`config.mk`:
```
export PLATFORM = sky130hd
export DESIGN_NAME = ssm_top
export DESIGN_NICKNAME = d
export VERILOG_FILES = /design/src/hdl/ssm_top_unused_placeholder_none.sv /design/src/hdl/ssm_pkg.sv /design/src/hdl/ssm_top.sv
export SDC_FILE = /design/constraint.sdc
export NUM_CORES = 1
export LEC_CHECK = 0
export BUFFER_PORTS_ARGS = -buffer_cell sky130_fd_sc_hd__buf_2
export CORE_UTILIZATION = 55
export DETAILED_ROUTE_END_ITERATION = 12
export PLACE_DENSITY = 0.78
export SLEW_MARGIN = 15
export SYNTH_ARGS = -nofsm -noshare
export SYNTH_HDL_FRONTEND = slang
export SYNTH_SLANG_ARGS = --single-unit
```
`constraint.sdc`:
```
create_clock -name pclk -period 4.7 [get_ports pclk]
set_input_delay 0 -clock pclk [delete_from_list [all_inputs] [get_ports pclk]]
set_output_delay 0 -clock pclk [all_outputs]
set_load 0.01 [all_outputs]
```
`src/hdl/ssm_top_unused_placeholder_none.sv`:
```
// intentionally holds no logic; design lives in ssm_top
`timescale 1ns/100ps

```
`src/hdl/ssm_pkg.sv`:
```
// constants, register map and encodings for the security and stream mapping front end
package ssm_pkg;
   localparam int NUM_ENTRIES = 8;
   localparam int ENTRY_IDX_W = 3;
   localparam int SID_W = 16;
   localparam int TID_W = 14;
   localparam int DT_IDX_W = 5;
   localparam int CB_W = 4;
   // register byte offsets
   localparam logic [11:0] OFF_CTRL = 12'h0_000;
   localparam logic [11:0] OFF_ID0 = 12'h0_004;
   localparam logic [11:0] OFF_ID1 = 12'h0_008;
   localparam logic [11:0] OFF_DTAB = 12'h0_00C;
   localparam logic [11:0] OFF_CTRL_ALIAS = 12'h0_010;
   localparam logic [11:0] OFF_STATUS = 12'h0_014;
   localparam logic [11:0] OFF_MATCH = 12'h0_080;
   localparam logic [11:0] OFF_S2C = 12'h0_0C0;
   localparam logic [11:0] OFF_BLOCK_MASK = 12'h0_FE0;
   // control fields
   localparam int CTRL_EXT_EN = 0;
   localparam int CTRL_NOMATCH = 1;
   localparam int CTRL_MULTI = 2;
   localparam int CTRL_INDEX = 3;
   localparam int CTRL_SIDEBAND = 4;
   localparam int CTRL_W = 5;
   localparam logic [4:0] CTRL_RESET = 5'h0_0;
   // identification fields
   localparam logic [3:0] ID_WIDTH_FIELD = 4'hF;
   localparam int ID0_EXT_CAP = 4;
   localparam int ID0_MATCH_SUP = 5;
   localparam int ID1_DT_PRESENT = 0;
   // match register fields
   localparam int MR_ID_LSB = 0;
   localparam int MR_MASK_LSB = 16;
   localparam int MR_VALID = 31;
   localparam logic [31:0] MR_RESET = 32'h0000_0000;
   // stream to context entry fields
   localparam int S2C_TYPE_LSB = 0;
   localparam int S2C_CB_LSB = 4;
   localparam int S2C_SEC_OWNED = 8;
   localparam int S2C_EXT_VALID = 9;
   localparam int S2C_FORCE_NS = 10;
   localparam logic [10:0] S2C_RESET = 11'h0_02;
   localparam logic [31:0] DTAB_RESET = 32'hFFFF_FFFF;
   typedef enum logic [1:0] {
      SSM_OUT_TRANSLATE = 2'b00,
      SSM_OUT_BYPASS = 2'b01,
      SSM_OUT_FAULT = 2'b10
   } ssm_outcome_e;
   typedef enum logic [1:0] {
      SSM_FLT_NONE = 2'b00,
      SSM_FLT_UNIDENT = 2'b01,
      SSM_FLT_CONFLICT = 2'b10,
      SSM_FLT_ENTRY = 2'b11
   } ssm_fault_e;
endpackage

```
`src/hdl/ssm_top.sv`:
```
// security domain decision, stream identifier and stream mapping with apb registers
//
// Notes on behaviour
// [RL1] domain is decided first and steers all later mapping choices
// [RL2] non-secure domain source never leaves with secure marking
// [RL3] domain is kept apart from the incoming bus security attribute
// [RL4] requesters keep one domain per stream; the domain is taken per transaction, so one stream can take either domain
// [RL5] with domain table, indexed bit 0 means secure, 1 non-secure
// [RL6] secure software programs and reads back the domain table first
// [RL7] without the table, domain comes from a sideband input
// [RL8] banked control: secure and non-secure accesses reach separate copies
// [RL9] secure-owned entries are invisible to non-secure accesses
// [RL10] alias offset lets secure software reach the non-secure control copy
// [RL11] each transaction ends in bypass, fault or context bank processing
// [RL12] same stream identifier always maps to same entry and processing; here the domain's control copy also decides the entry
// [RL13] stream identifier built from transaction id, read flag and bus security
// [RL14] four-bit width field reports identifier bits
// [RL15] sixteen-bit identifiers flagged by capability bit and width field 15
// [RL16] extended enable uses 16-bit identifiers and extended match format
// [RL17] a zero-width identifier is allowed for a single dedicated source
// [RL18] matching compares all entries; only a unique hit selects its entry
// [RL19] up to 128 match groups, 1024 with extended matching; this design holds 8 entries in either format
// [RL20] baseline match registers are the last entries of the extended set
// [RL21] indexing mode: identifier m selects entry m directly
// [RL22] no hit: control field chooses bypass or unidentified stream fault
// [RL23] several hits: control field chooses bypass or conflict fault
`timescale 1ns/100ps
module ssm_top (
   input wire logic pclk,
   input wire logic presetn,
   input wire logic psel,
   input wire logic penable,
   input wire logic pwrite,
   input wire logic [11:0] paddr,
   input wire logic [31:0] pwdata,
   input wire logic [2:0] pprot,
   output logic [31:0] prdata,
   output logic pready,
   output logic pslverr,
   input wire logic txn_valid,
   input wire logic [13:0] txn_id,
   input wire logic txn_read,
   input wire logic txn_bus_ns,
   input wire logic txn_sideband_secure,
   input wire logic [4:0] domain_table_index,
   output logic out_valid,
   output logic out_ns,
   output logic out_secure_domain,
   output logic [1:0] out_outcome,
   output logic [1:0] out_fault,
   output logic [2:0] out_entry,
   output logic [3:0] out_context,
   output logic [15:0] stream_identifier
);
   logic [4:0] ctrl_s_reg;
   logic [4:0] ctrl_ns_reg;
   logic [31:0] domain_table_register;
   logic [31:0] match_register [ssm_pkg::NUM_ENTRIES];
   logic [10:0] stream_to_context_entry [ssm_pkg::NUM_ENTRIES];
   logic [31:0] prdata_reg;
   logic pready_reg;
   logic pslverr_reg;
   logic out_valid_reg;
   logic out_ns_reg;
   logic out_sec_reg;
   logic [1:0] out_outcome_reg;
   logic [1:0] out_fault_reg;
   logic [2:0] out_entry_reg;
   logic [3:0] out_context_reg;
   logic [15:0] sid_reg;

   function automatic logic entry_hit(input logic [15:0] sid, input logic [31:0] mr,
                                      input logic ext_valid, input logic ext);
      logic [15:0] cmp_mask;
      logic [15:0] cmp_id;
      logic vld;
      cmp_mask = 16'h0000;
      cmp_id = 16'h0000;
      vld = 1'b0;
      if (ext)
      begin
         cmp_id = mr[ssm_pkg::MR_ID_LSB +: 16];
         cmp_mask = mr[ssm_pkg::MR_MASK_LSB +: 16];
         vld = ext_valid;
      end
      else
      begin
         cmp_id = {1'b0, mr[ssm_pkg::MR_ID_LSB +: 15]};
         cmp_mask = {1'b1, mr[ssm_pkg::MR_MASK_LSB +: 15]};
         vld = mr[ssm_pkg::MR_VALID];
      end
      entry_hit = vld && (((sid ^ cmp_id) & ~cmp_mask) == 16'h0000);
   endfunction

   // apb decode; pprot[1] low marks a secure configuration access
   wire apb_secure = ~pprot[1];
   wire apb_setup = psel & penable & ~pready_reg;
   wire apb_commit = psel & penable & pready_reg;
   wire apb_wr = apb_commit & pwrite;
   wire [11:0] blk_addr = paddr & ssm_pkg::OFF_BLOCK_MASK;
   wire [2:0] reg_idx = paddr[4:2];
   wire sel_match = blk_addr == ssm_pkg::OFF_MATCH;
   wire sel_s2c = blk_addr == ssm_pkg::OFF_S2C;
   wire idx_sec_owned = stream_to_context_entry[reg_idx][ssm_pkg::S2C_SEC_OWNED];
   wire entry_visible = apb_secure | ~idx_sec_owned; // RL9
   wire sel_ctrl = paddr == ssm_pkg::OFF_CTRL;
   wire sel_alias = paddr == ssm_pkg::OFF_CTRL_ALIAS;
   wire sel_dtab = paddr == ssm_pkg::OFF_DTAB;
   wire mapped = sel_ctrl | sel_alias | sel_dtab | sel_match | sel_s2c |
                 paddr == ssm_pkg::OFF_ID0 | paddr == ssm_pkg::OFF_ID1 |
                 paddr == ssm_pkg::OFF_STATUS;
   wire [4:0] ctrl_view = apb_secure ? ctrl_s_reg : ctrl_ns_reg; // RL8
   wire [31:0] id0_word = {26'h000_0000, 1'b1, 1'b1, ssm_pkg::ID_WIDTH_FIELD}; // RL14 RL15
   wire [31:0] id1_word = {31'h0000_0000, 1'b1};
   wire [31:0] status_word = {10'h000, out_fault_reg, out_outcome_reg, out_sec_reg,
                              out_valid_reg, sid_reg};
   logic [31:0] rdata_mux;
   always_comb
   begin
      rdata_mux = 32'h0000_0000;
      if (sel_ctrl)
         rdata_mux = {27'h000_0000, ctrl_view};
      else if (sel_alias && apb_secure)
         rdata_mux = {27'h000_0000, ctrl_ns_reg}; // RL10
      else if (sel_dtab && apb_secure)
         rdata_mux = domain_table_register;
      else if (paddr == ssm_pkg::OFF_ID0)
         rdata_mux = id0_word;
      else if (paddr == ssm_pkg::OFF_ID1)
         rdata_mux = id1_word;
      else if (paddr == ssm_pkg::OFF_STATUS)
         rdata_mux = status_word;
      else if (sel_match && entry_visible)
         rdata_mux = match_register[reg_idx];
      else if (sel_s2c && entry_visible)
         rdata_mux = {21'h00_0000, stream_to_context_entry[reg_idx]};
   end

   always_ff @(posedge pclk or negedge presetn)
   begin
      if (!presetn)
      begin
         pready_reg <= 1'b0;
         pslverr_reg <= 1'b0;
         prdata_reg <= 32'h0000_0000;
      end
      else
      begin
         pready_reg <= apb_setup;
         pslverr_reg <= apb_setup & ~mapped;
         prdata_reg <= (apb_setup & ~pwrite) ? rdata_mux : 32'h0000_0000;
      end
   end

   // banked control copies and the secure-only domain table
   always_ff @(posedge pclk or negedge presetn)
   begin
      if (!presetn)
      begin
         ctrl_s_reg <= ssm_pkg::CTRL_RESET;
         ctrl_ns_reg <= ssm_pkg::CTRL_RESET;
         domain_table_register <= ssm_pkg::DTAB_RESET;
      end
      else
      begin
         if (apb_wr && sel_ctrl && apb_secure)
            ctrl_s_reg <= pwdata[4:0]; // RL8
         if (apb_wr && ((sel_ctrl && !apb_secure) || (sel_alias && apb_secure)))
            ctrl_ns_reg <= pwdata[4:0]; // RL8 RL10
         if (apb_wr && sel_dtab && apb_secure)
            domain_table_register <= pwdata; // RL6
      end
   end

   always_ff @(posedge pclk or negedge presetn)
   begin
      if (!presetn)
      begin
         for (int i = 0; i < ssm_pkg::NUM_ENTRIES; i++)
         begin
            match_register[i] <= ssm_pkg::MR_RESET;
            stream_to_context_entry[i] <= ssm_pkg::S2C_RESET;
         end
      end
      else
      begin
         if (apb_wr && sel_match && entry_visible)
            match_register[reg_idx] <= pwdata; // RL9
         if (apb_wr && sel_s2c && entry_visible)
            stream_to_context_entry[reg_idx] <= pwdata[10:0]; // RL9
      end
   end

   // domain decision comes first and picks the control copy used below
   wire dt_bit = domain_table_register[domain_table_index];
   wire use_sideband = ctrl_s_reg[ssm_pkg::CTRL_SIDEBAND];
   wire sec_domain = use_sideband ? txn_sideband_secure : ~dt_bit; // RL1 RL5 RL7 RL3
   wire [4:0] ctrl_use = sec_domain ? ctrl_s_reg : ctrl_ns_reg; // RL1
   wire ext_en = ctrl_use[ssm_pkg::CTRL_EXT_EN];
   wire [15:0] sid_full = {txn_bus_ns, txn_read, txn_id}; // RL13
   wire [15:0] sid = ext_en ? sid_full : {1'b0, sid_full[14:0]}; // RL16 RL17

   logic [7:0] hits;
   always_comb
   begin
      for (int i = 0; i < ssm_pkg::NUM_ENTRIES; i++)
         hits[i] = entry_hit(sid, match_register[i],
                             stream_to_context_entry[i][ssm_pkg::S2C_EXT_VALID],
                             ext_en); // RL18 RL16 RL19 RL20
   end
   wire any_hit = |hits;
   wire multi_hit = (hits & (hits - 8'h01)) != 8'h00; // RL18
   logic [2:0] hit_idx;
   always_comb
   begin
      hit_idx = 3'h0;
      for (int i = ssm_pkg::NUM_ENTRIES - 1; i >= 0; i--)
         if (hits[i])
            hit_idx = 3'(i);
   end
   wire index_mode = ctrl_use[ssm_pkg::CTRL_INDEX];
   wire idx_in_range = sid < 16'(ssm_pkg::NUM_ENTRIES);
   wire [2:0] sel_entry = index_mode ? sid[2:0] : hit_idx; // RL21 RL12
   wire entry_ok = index_mode ? idx_in_range : (any_hit & ~multi_hit);
   wire [10:0] s2c = stream_to_context_entry[sel_entry];

   logic [1:0] outcome_next;
   logic [1:0] fault_next;
   always_comb
   begin
      outcome_next = ssm_pkg::SSM_OUT_BYPASS;
      fault_next = ssm_pkg::SSM_FLT_NONE;
      if (!index_mode && multi_hit)
      begin
         if (ctrl_use[ssm_pkg::CTRL_MULTI])
         begin
            outcome_next = ssm_pkg::SSM_OUT_FAULT; // RL23
            fault_next = ssm_pkg::SSM_FLT_CONFLICT;
         end
      end
      else if (!entry_ok)
      begin
         if (ctrl_use[ssm_pkg::CTRL_NOMATCH])
         begin
            outcome_next = ssm_pkg::SSM_OUT_FAULT; // RL22
            fault_next = ssm_pkg::SSM_FLT_UNIDENT;
         end
      end
      else
      begin
         unique case (s2c[1:0]) // RL11
            2'b00: outcome_next = ssm_pkg::SSM_OUT_TRANSLATE;
            2'b01: outcome_next = ssm_pkg::SSM_OUT_BYPASS;
            default:
            begin
               outcome_next = ssm_pkg::SSM_OUT_FAULT;
               fault_next = ssm_pkg::SSM_FLT_ENTRY;
            end
         endcase
      end
   end
   // secure domain may drop to non-secure; non-secure domain never goes secure
   wire ns_next = ~sec_domain | txn_bus_ns |
                  (entry_ok & s2c[ssm_pkg::S2C_FORCE_NS]); // RL2 RL3

   always_ff @(posedge pclk or negedge presetn)
   begin
      if (!presetn)
      begin
         out_valid_reg <= 1'b0;
         out_ns_reg <= 1'b1;
         out_sec_reg <= 1'b0;
         out_outcome_reg <= ssm_pkg::SSM_OUT_BYPASS;
         out_fault_reg <= ssm_pkg::SSM_FLT_NONE;
         out_entry_reg <= 3'h0;
         out_context_reg <= 4'h0;
         sid_reg <= 16'h0000;
      end
      else
      begin
         out_valid_reg <= txn_valid;
         if (txn_valid)
         begin
            out_ns_reg <= ns_next;
            out_sec_reg <= sec_domain;
            out_outcome_reg <= outcome_next;
            out_fault_reg <= fault_next;
            out_entry_reg <= sel_entry;
            out_context_reg <= s2c[ssm_pkg::S2C_CB_LSB +: ssm_pkg::CB_W];
            sid_reg <= sid;
         end
      end
   end

   assign prdata = prdata_reg;
   assign pready = pready_reg;
   assign pslverr = pslverr_reg;
   assign out_valid = out_valid_reg;
   assign out_ns = out_ns_reg;
   assign out_secure_domain = out_sec_reg;
   assign out_outcome = out_outcome_reg;
   assign out_fault = out_fault_reg;
   assign out_entry = out_entry_reg;
   assign out_context = out_context_reg;
   assign stream_identifier = sid_reg;

   ns_no_secure_a: assert property (@(posedge pclk) disable iff (!presetn) // RL2
      out_valid |-> (out_secure_domain || out_ns))
      else $error("non-secure domain left with secure marking");
   domain_first_a: assert property (@(posedge pclk) disable iff (!presetn) // RL1
      txn_valid |=> out_valid && out_secure_domain == $past(sec_domain))
      else $error("domain not decided on the issuing cycle");
   domain_table_a: assert property (@(posedge pclk) disable iff (!presetn) // RL5
      (txn_valid && !use_sideband) |=> out_secure_domain == !$past(dt_bit))
      else $error("domain table bit not honoured");
   bank_split_a: assert property (@(posedge pclk) disable iff (!presetn) // RL8
      (apb_wr && sel_ctrl && apb_secure) |=> $stable(ctrl_ns_reg))
      else $error("secure control write reached the non-secure copy");
   alias_write_a: assert property (@(posedge pclk) disable iff (!presetn) // RL10
      (apb_wr && sel_alias && apb_secure) |=> ctrl_ns_reg == $past(pwdata[4:0]))
      else $error("alias write lost");
   conflict_a: assert property (@(posedge pclk) disable iff (!presetn) // RL23
      (txn_valid && !index_mode && multi_hit && ctrl_use[ssm_pkg::CTRL_MULTI])
      |=> out_fault == ssm_pkg::SSM_FLT_CONFLICT)
      else $error("conflict fault missing");
   no_match_a: assert property (@(posedge pclk) disable iff (!presetn) // RL22
      (txn_valid && !index_mode && !any_hit)
      |=> out_outcome == ($past(ctrl_use[ssm_pkg::CTRL_NOMATCH]) ?
          ssm_pkg::SSM_OUT_FAULT : ssm_pkg::SSM_OUT_BYPASS))
      else $error("no-match action wrong");
   direct_index_a: assert property (@(posedge pclk) disable iff (!presetn) // RL21
      (txn_valid && index_mode) |=> out_entry == $past(sid[2:0]))
      else $error("index mode picked wrong entry");
   unique_hit_a: assert property (@(posedge pclk) disable iff (!presetn) // RL18
      (txn_valid && !index_mode && any_hit && !multi_hit)
      |=> out_entry == $past(hit_idx) && out_fault != ssm_pkg::SSM_FLT_CONFLICT)
      else $error("unique hit mapped wrongly");
   apb_answer_a: assert property (@(posedge pclk) disable iff (!presetn)
      (psel && penable && !pready) |=> pready ##1 !pready)
      else $error("apb answer not one cycle later");
   // transaction output format and access guards
   valid_pulse_a: assert property (@(posedge pclk) disable iff (!presetn)
      !txn_valid
      |=> !out_valid)
      else $error("result without a transaction");
   sid_fields_a: assert property (@(posedge pclk) disable iff (!presetn) // RL13
      txn_valid |=> stream_identifier[13:0] == $past(txn_id) &&
      stream_identifier[14] == $past(txn_read))
      else $error("stream identifier fields wrong");
   sid_narrow_a: assert property (@(posedge pclk) disable iff (!presetn) // RL16
      (txn_valid && !ext_en)
      |=> !stream_identifier[15])
      else $error("narrow identifier kept the top bit");
   sid_wide_a: assert property (@(posedge pclk) disable iff (!presetn) // RL16
      (txn_valid && ext_en)
      |=> stream_identifier[15] == $past(txn_bus_ns))
      else $error("extended identifier lost the top bit");
   bus_ns_kept_a: assert property (@(posedge pclk) disable iff (!presetn) // RL3
      (txn_valid && txn_bus_ns)
      |=> out_ns)
      else $error("non-secure bus marking raised to secure");
   sideband_domain_a: assert property (@(posedge pclk) disable iff (!presetn) // RL7
      (txn_valid && use_sideband)
      |=> out_secure_domain == $past(txn_sideband_secure))
      else $error("sideband domain not honoured");
   table_guard_a: assert property (@(posedge pclk) disable iff (!presetn) // RL6
      (apb_wr && sel_dtab && !apb_secure)
      |=> $stable(domain_table_register))
      else $error("non-secure write reached the domain table");
   hidden_entry_a: assert property (@(posedge pclk) disable iff (!presetn) // RL9
      (apb_setup && !pwrite && !apb_secure && (sel_match || sel_s2c) && idx_sec_owned)
      |=> prdata == 32'h0000_0000)
      else $error("secure-owned entry visible to non-secure read");
   unmapped_err_a: assert property (@(posedge pclk) disable iff (!presetn)
      (apb_setup && !mapped)
      |=> pslverr && prdata == 32'h0000_0000)
      else $error("unmapped offset not refused");
   index_range_a: assert property (@(posedge pclk) disable iff (!presetn) // RL21
      (txn_valid && index_mode && !idx_in_range)
      |=> out_outcome != ssm_pkg::SSM_OUT_TRANSLATE)
      else $error("out of range index was translated");
endmodule // ssm_top

```
==> summary.txt <==
Run status
  – Status: finished, violations left
  – Failing checks: design-rule violations

Power
  – PwrDens: 314.8 mW/mm2
  – Total Power: 8.252 mW
  – Max IR drop VDD: 0.0002628 V
  – Leak: 11.98 nW

Synthesis
  – Distinct cells, synth: 66
  – Mapped Cells: 1713
  – Number of synthesized flops with an enable pin: 0
  – Async SR Flop Fraction: 1.000
  – Yosys top cell area share: 0.4445
  – Seq cells post-synth: 450
  – Most used flip-flop cell after synthesis: dfrtp_1
  – Synthesis Warnings: 0
  – Main area contributors after synthesis: dfrtp_1 44%, mux2_2 21%, mux4_2 8.6%, dfstp_2 4.8%, xnor2_1 4.8%
  – Register area share after synthesis: 0.4925
  – Area leader, netlist: dfrtp_1
  – Avg Cell Area, Syn: 13.41 um2
  – Mapped cell area: 0.02297 mm2
  – Syn_nets: 1788

Floorplanning
  – Core Footprint: 0.04102 mm2
  – Initial Util: 0.5600
  – Die width: 206.4 um
  – Top Ports: 139
  – Die area: 0.04259 mm2
  – Row cnt: 74
  – Die Y: approximately 210 um

Global route
  – M2 GR Usage: 0.5044
  – GR Util met3: 0.09067
  – Met1 Track Usage GR: 0.4722
  – Largest net degree at the start of global routing: 170
  – Global route total overflow: 0
  – Grt peak-use layer: met2
  – Total GRT Usage: 0.3402
  – Vias in the first global route: 16120
  – First-pass GRT wire length: 105000 um
  – Initial antenna violation count: 6

Clock network
  – CTS sink count: 450
  – Root Buffer: clkbuf_16
  – TritonCTS buffer count: between 40 and 50
  – H-tree levels: 2
  – Clock Tree Buf Depth: 3
  – Number of hold buffers added after cts: 52
  – Reg clk slew, reported paths: around 60 ps
  – CTS tree: built
  – Clock Latency Late Sink: 580 ps
  – # resized after CTS: 0
  – Postcts setup bufs: 0

Finish
  – Area growth syn-to-layout: 14.10%
  – Layout cells sized above 1: 0.4350
  – Max reg flops: 256
  – Final net count: 1937
  – Registers with the most flip-flops: match_register: 256 flops, stream_to_context_entry: 88 flops
  – Final core utilization: 0.6390
  – Top reg by flops: match_register

Timing
  – RSZ-0062 raised after global routing: false
  – Worst rel slew slack: 0.3434
  – Fmax: 0.2273 GHz
  – Post-route minimum period: 4400 ps
  – Worst-margin pin slew: about 1000 ps
  – Final hold violation count: 0
  – Final Cycle Share: 0.9362
  – Slew Viols, Final: 0
  – Clock Skews: 17.20 ps
  – # setup viols final: 0
  – Setup_tns: 0 ps

Worst setup path
  – CP max stage delay: around 500 ps
  – Slowest cell on crit path: or3b_2
  – Worst EP required: 5220 ps
  – Endpoint class of the critical path: register
  – Worst EP arrival: 4920 ps
  – Startpoint Class: register
  – Class of the most critical setup path: register to register
  – Worst path most repeated cell: mux2_2
  – CP Cell Sequence: xnor2_1, o22ai_1, nor4_1, o211ai_1, or3b_2, mux2_2, nor2b_1, nor3_1, o311ai_1, a31oi_1, mux2_2, o41ai_1, buf_4, a22o_1
  – Critical Path Fanout Max: 4

Placed design
  – RD Place Congestion: between 0.9 and 1
  – Port bufs: 136
  – Post-detail-place hpwl: 49140 um

Routing
  – Via count: 16290
  – DRC: 20
  – WL final: 70990 um
  – Post-route ant nets: 0
  – DR vias/cell: 6.698
  – Drt wl/cell: 29.19 um
  – DR pass1 iterations: 10
  – 1st-iter DRT viols: 1761

Min path
  – Worst Hold Class: primary input to register

Flow run
  – Max_cap viols: 0
[area by class of cell]
cell class / count / area (um2)
fill: 3033 / 14810
sequential: 450 / 11310
multi-input combinational: 1136 / 11180
timing repair buffer: 221 / 1505
clock buffer: 67 / 1371
tap: 532 / 665.6
clock inverter: 19 / 148.9
inverter: 6 / 22.52
antenna: 1 / 2.502
[through the flow]
step / area [um2] / hold WS [ps] / worst slack [ps] / cells
after floorplan: 22970 / -295.6 / 1337 / 1713
after global placement: 24170 / 80.97 / 562.0 / 2293
after detailed placement: 24170 / 76.56 / 493.6 / 2293
after CTS: 26210 / 0.8186 / 461.4 / 2431
after global routing: 26210 / 15.74 / 266.6 / 2432
final: 26210 / 31.31 / 300.0 / 2432
[cell usage after synthesis, drive strengths merged, types with 6 or more instances]
cell type / n
buf: 52
dfrtp: 408
a222oi: 15
dfstp: 42
a2111oi: 8
nand2: 59
and2: 6
a22o: 6
mux4: 88
xnor2: 126
o211ai: 6
inv: 6
mux2i: 77
mux2: 430
a21oi: 43
clkbuf: 69
nor3: 11
o22ai: 66
o21ai: 11
nor2: 73
nor2b: 7
nor4: 18
nand3: 16
[routing by layer]
layer / part of all wire / vias to the layer above
met5: 0.00049 / -
met4: 0.048 / 6
met3: 0.11 / 203
met2: 0.44 / 952
met1: 0.40 / 8427
li1: - / 6701
[worst paths after layout]
path / from / endpoint / slack (ps) / depth (start not counted)
worst min register to register: stream_to_context_entry[46] / stream_to_context_entry[46] / 500 / 1
worst max-delay path: match_register[44] / out_outcome[0] / 300 / 14
worst min-delay path: txn_id[4] / stream_identifier[4] / 30 / 2
max in group asynchronous: presetn / stream_to_context_entry[54] / 3220 / 3
min in group asynchronous: presetn / prdata[28] / 50 / 2
worst max register to register: match_register[44] / out_outcome[0] / 300 / 14
[power breakdown]
part           internal (mW)  switching [mW]  total [mW]
Combinational          0.204           0.404       0.608
Clock                   2.14            1.57        3.71
Sequential              3.90          0.0285        3.93
Total                   6.24            2.01        8.25
[cells by family after synthesis]
| family | count (synthesis) | synth area share |
|---|---|---|
| buffers and inverters | 127 | 0.02342 |
| adder cells (fa/ha/maj) | 2 | 0.0008715 |
| XOR/XNOR | 129 | 0.04919 |
| flip-flops | 450 | 0.4925 |
| AO/OA/AOI/OAI | 195 | 0.05964 |
| multiplexers | 595 | 0.3312 |
| AND/OR/NAND/NOR | 215 | 0.04319 |
[placed cells by master, fill, tap and decap left out, drive strengths merged, types with 18 or more instances in the layout]
cell         Yosys  layout
nand2           59      59
o22ai           66      66
nor2            73      73
dlygate4sd3      0      52
mux4            88      88
clkbuf          69      67
mux2i           77      77
buf             52     169
xnor2          126     126
a21oi           43      43
nor4            18      18
mux2           430     430
dfstp           42      42
dfrtp          408     408
[worst max-delay path, delay by kind of cell, from the launching register on]
family,cells,cell delay [ps]
and+or+nand+nor,4,1310
AOI/OAI and AO/OA,6,1380
buffers and inverters,1,200
xor gates and xnor gates,1,330
DFF,1,410
muxes,2,710
Power figures use the tool's default switching activity.
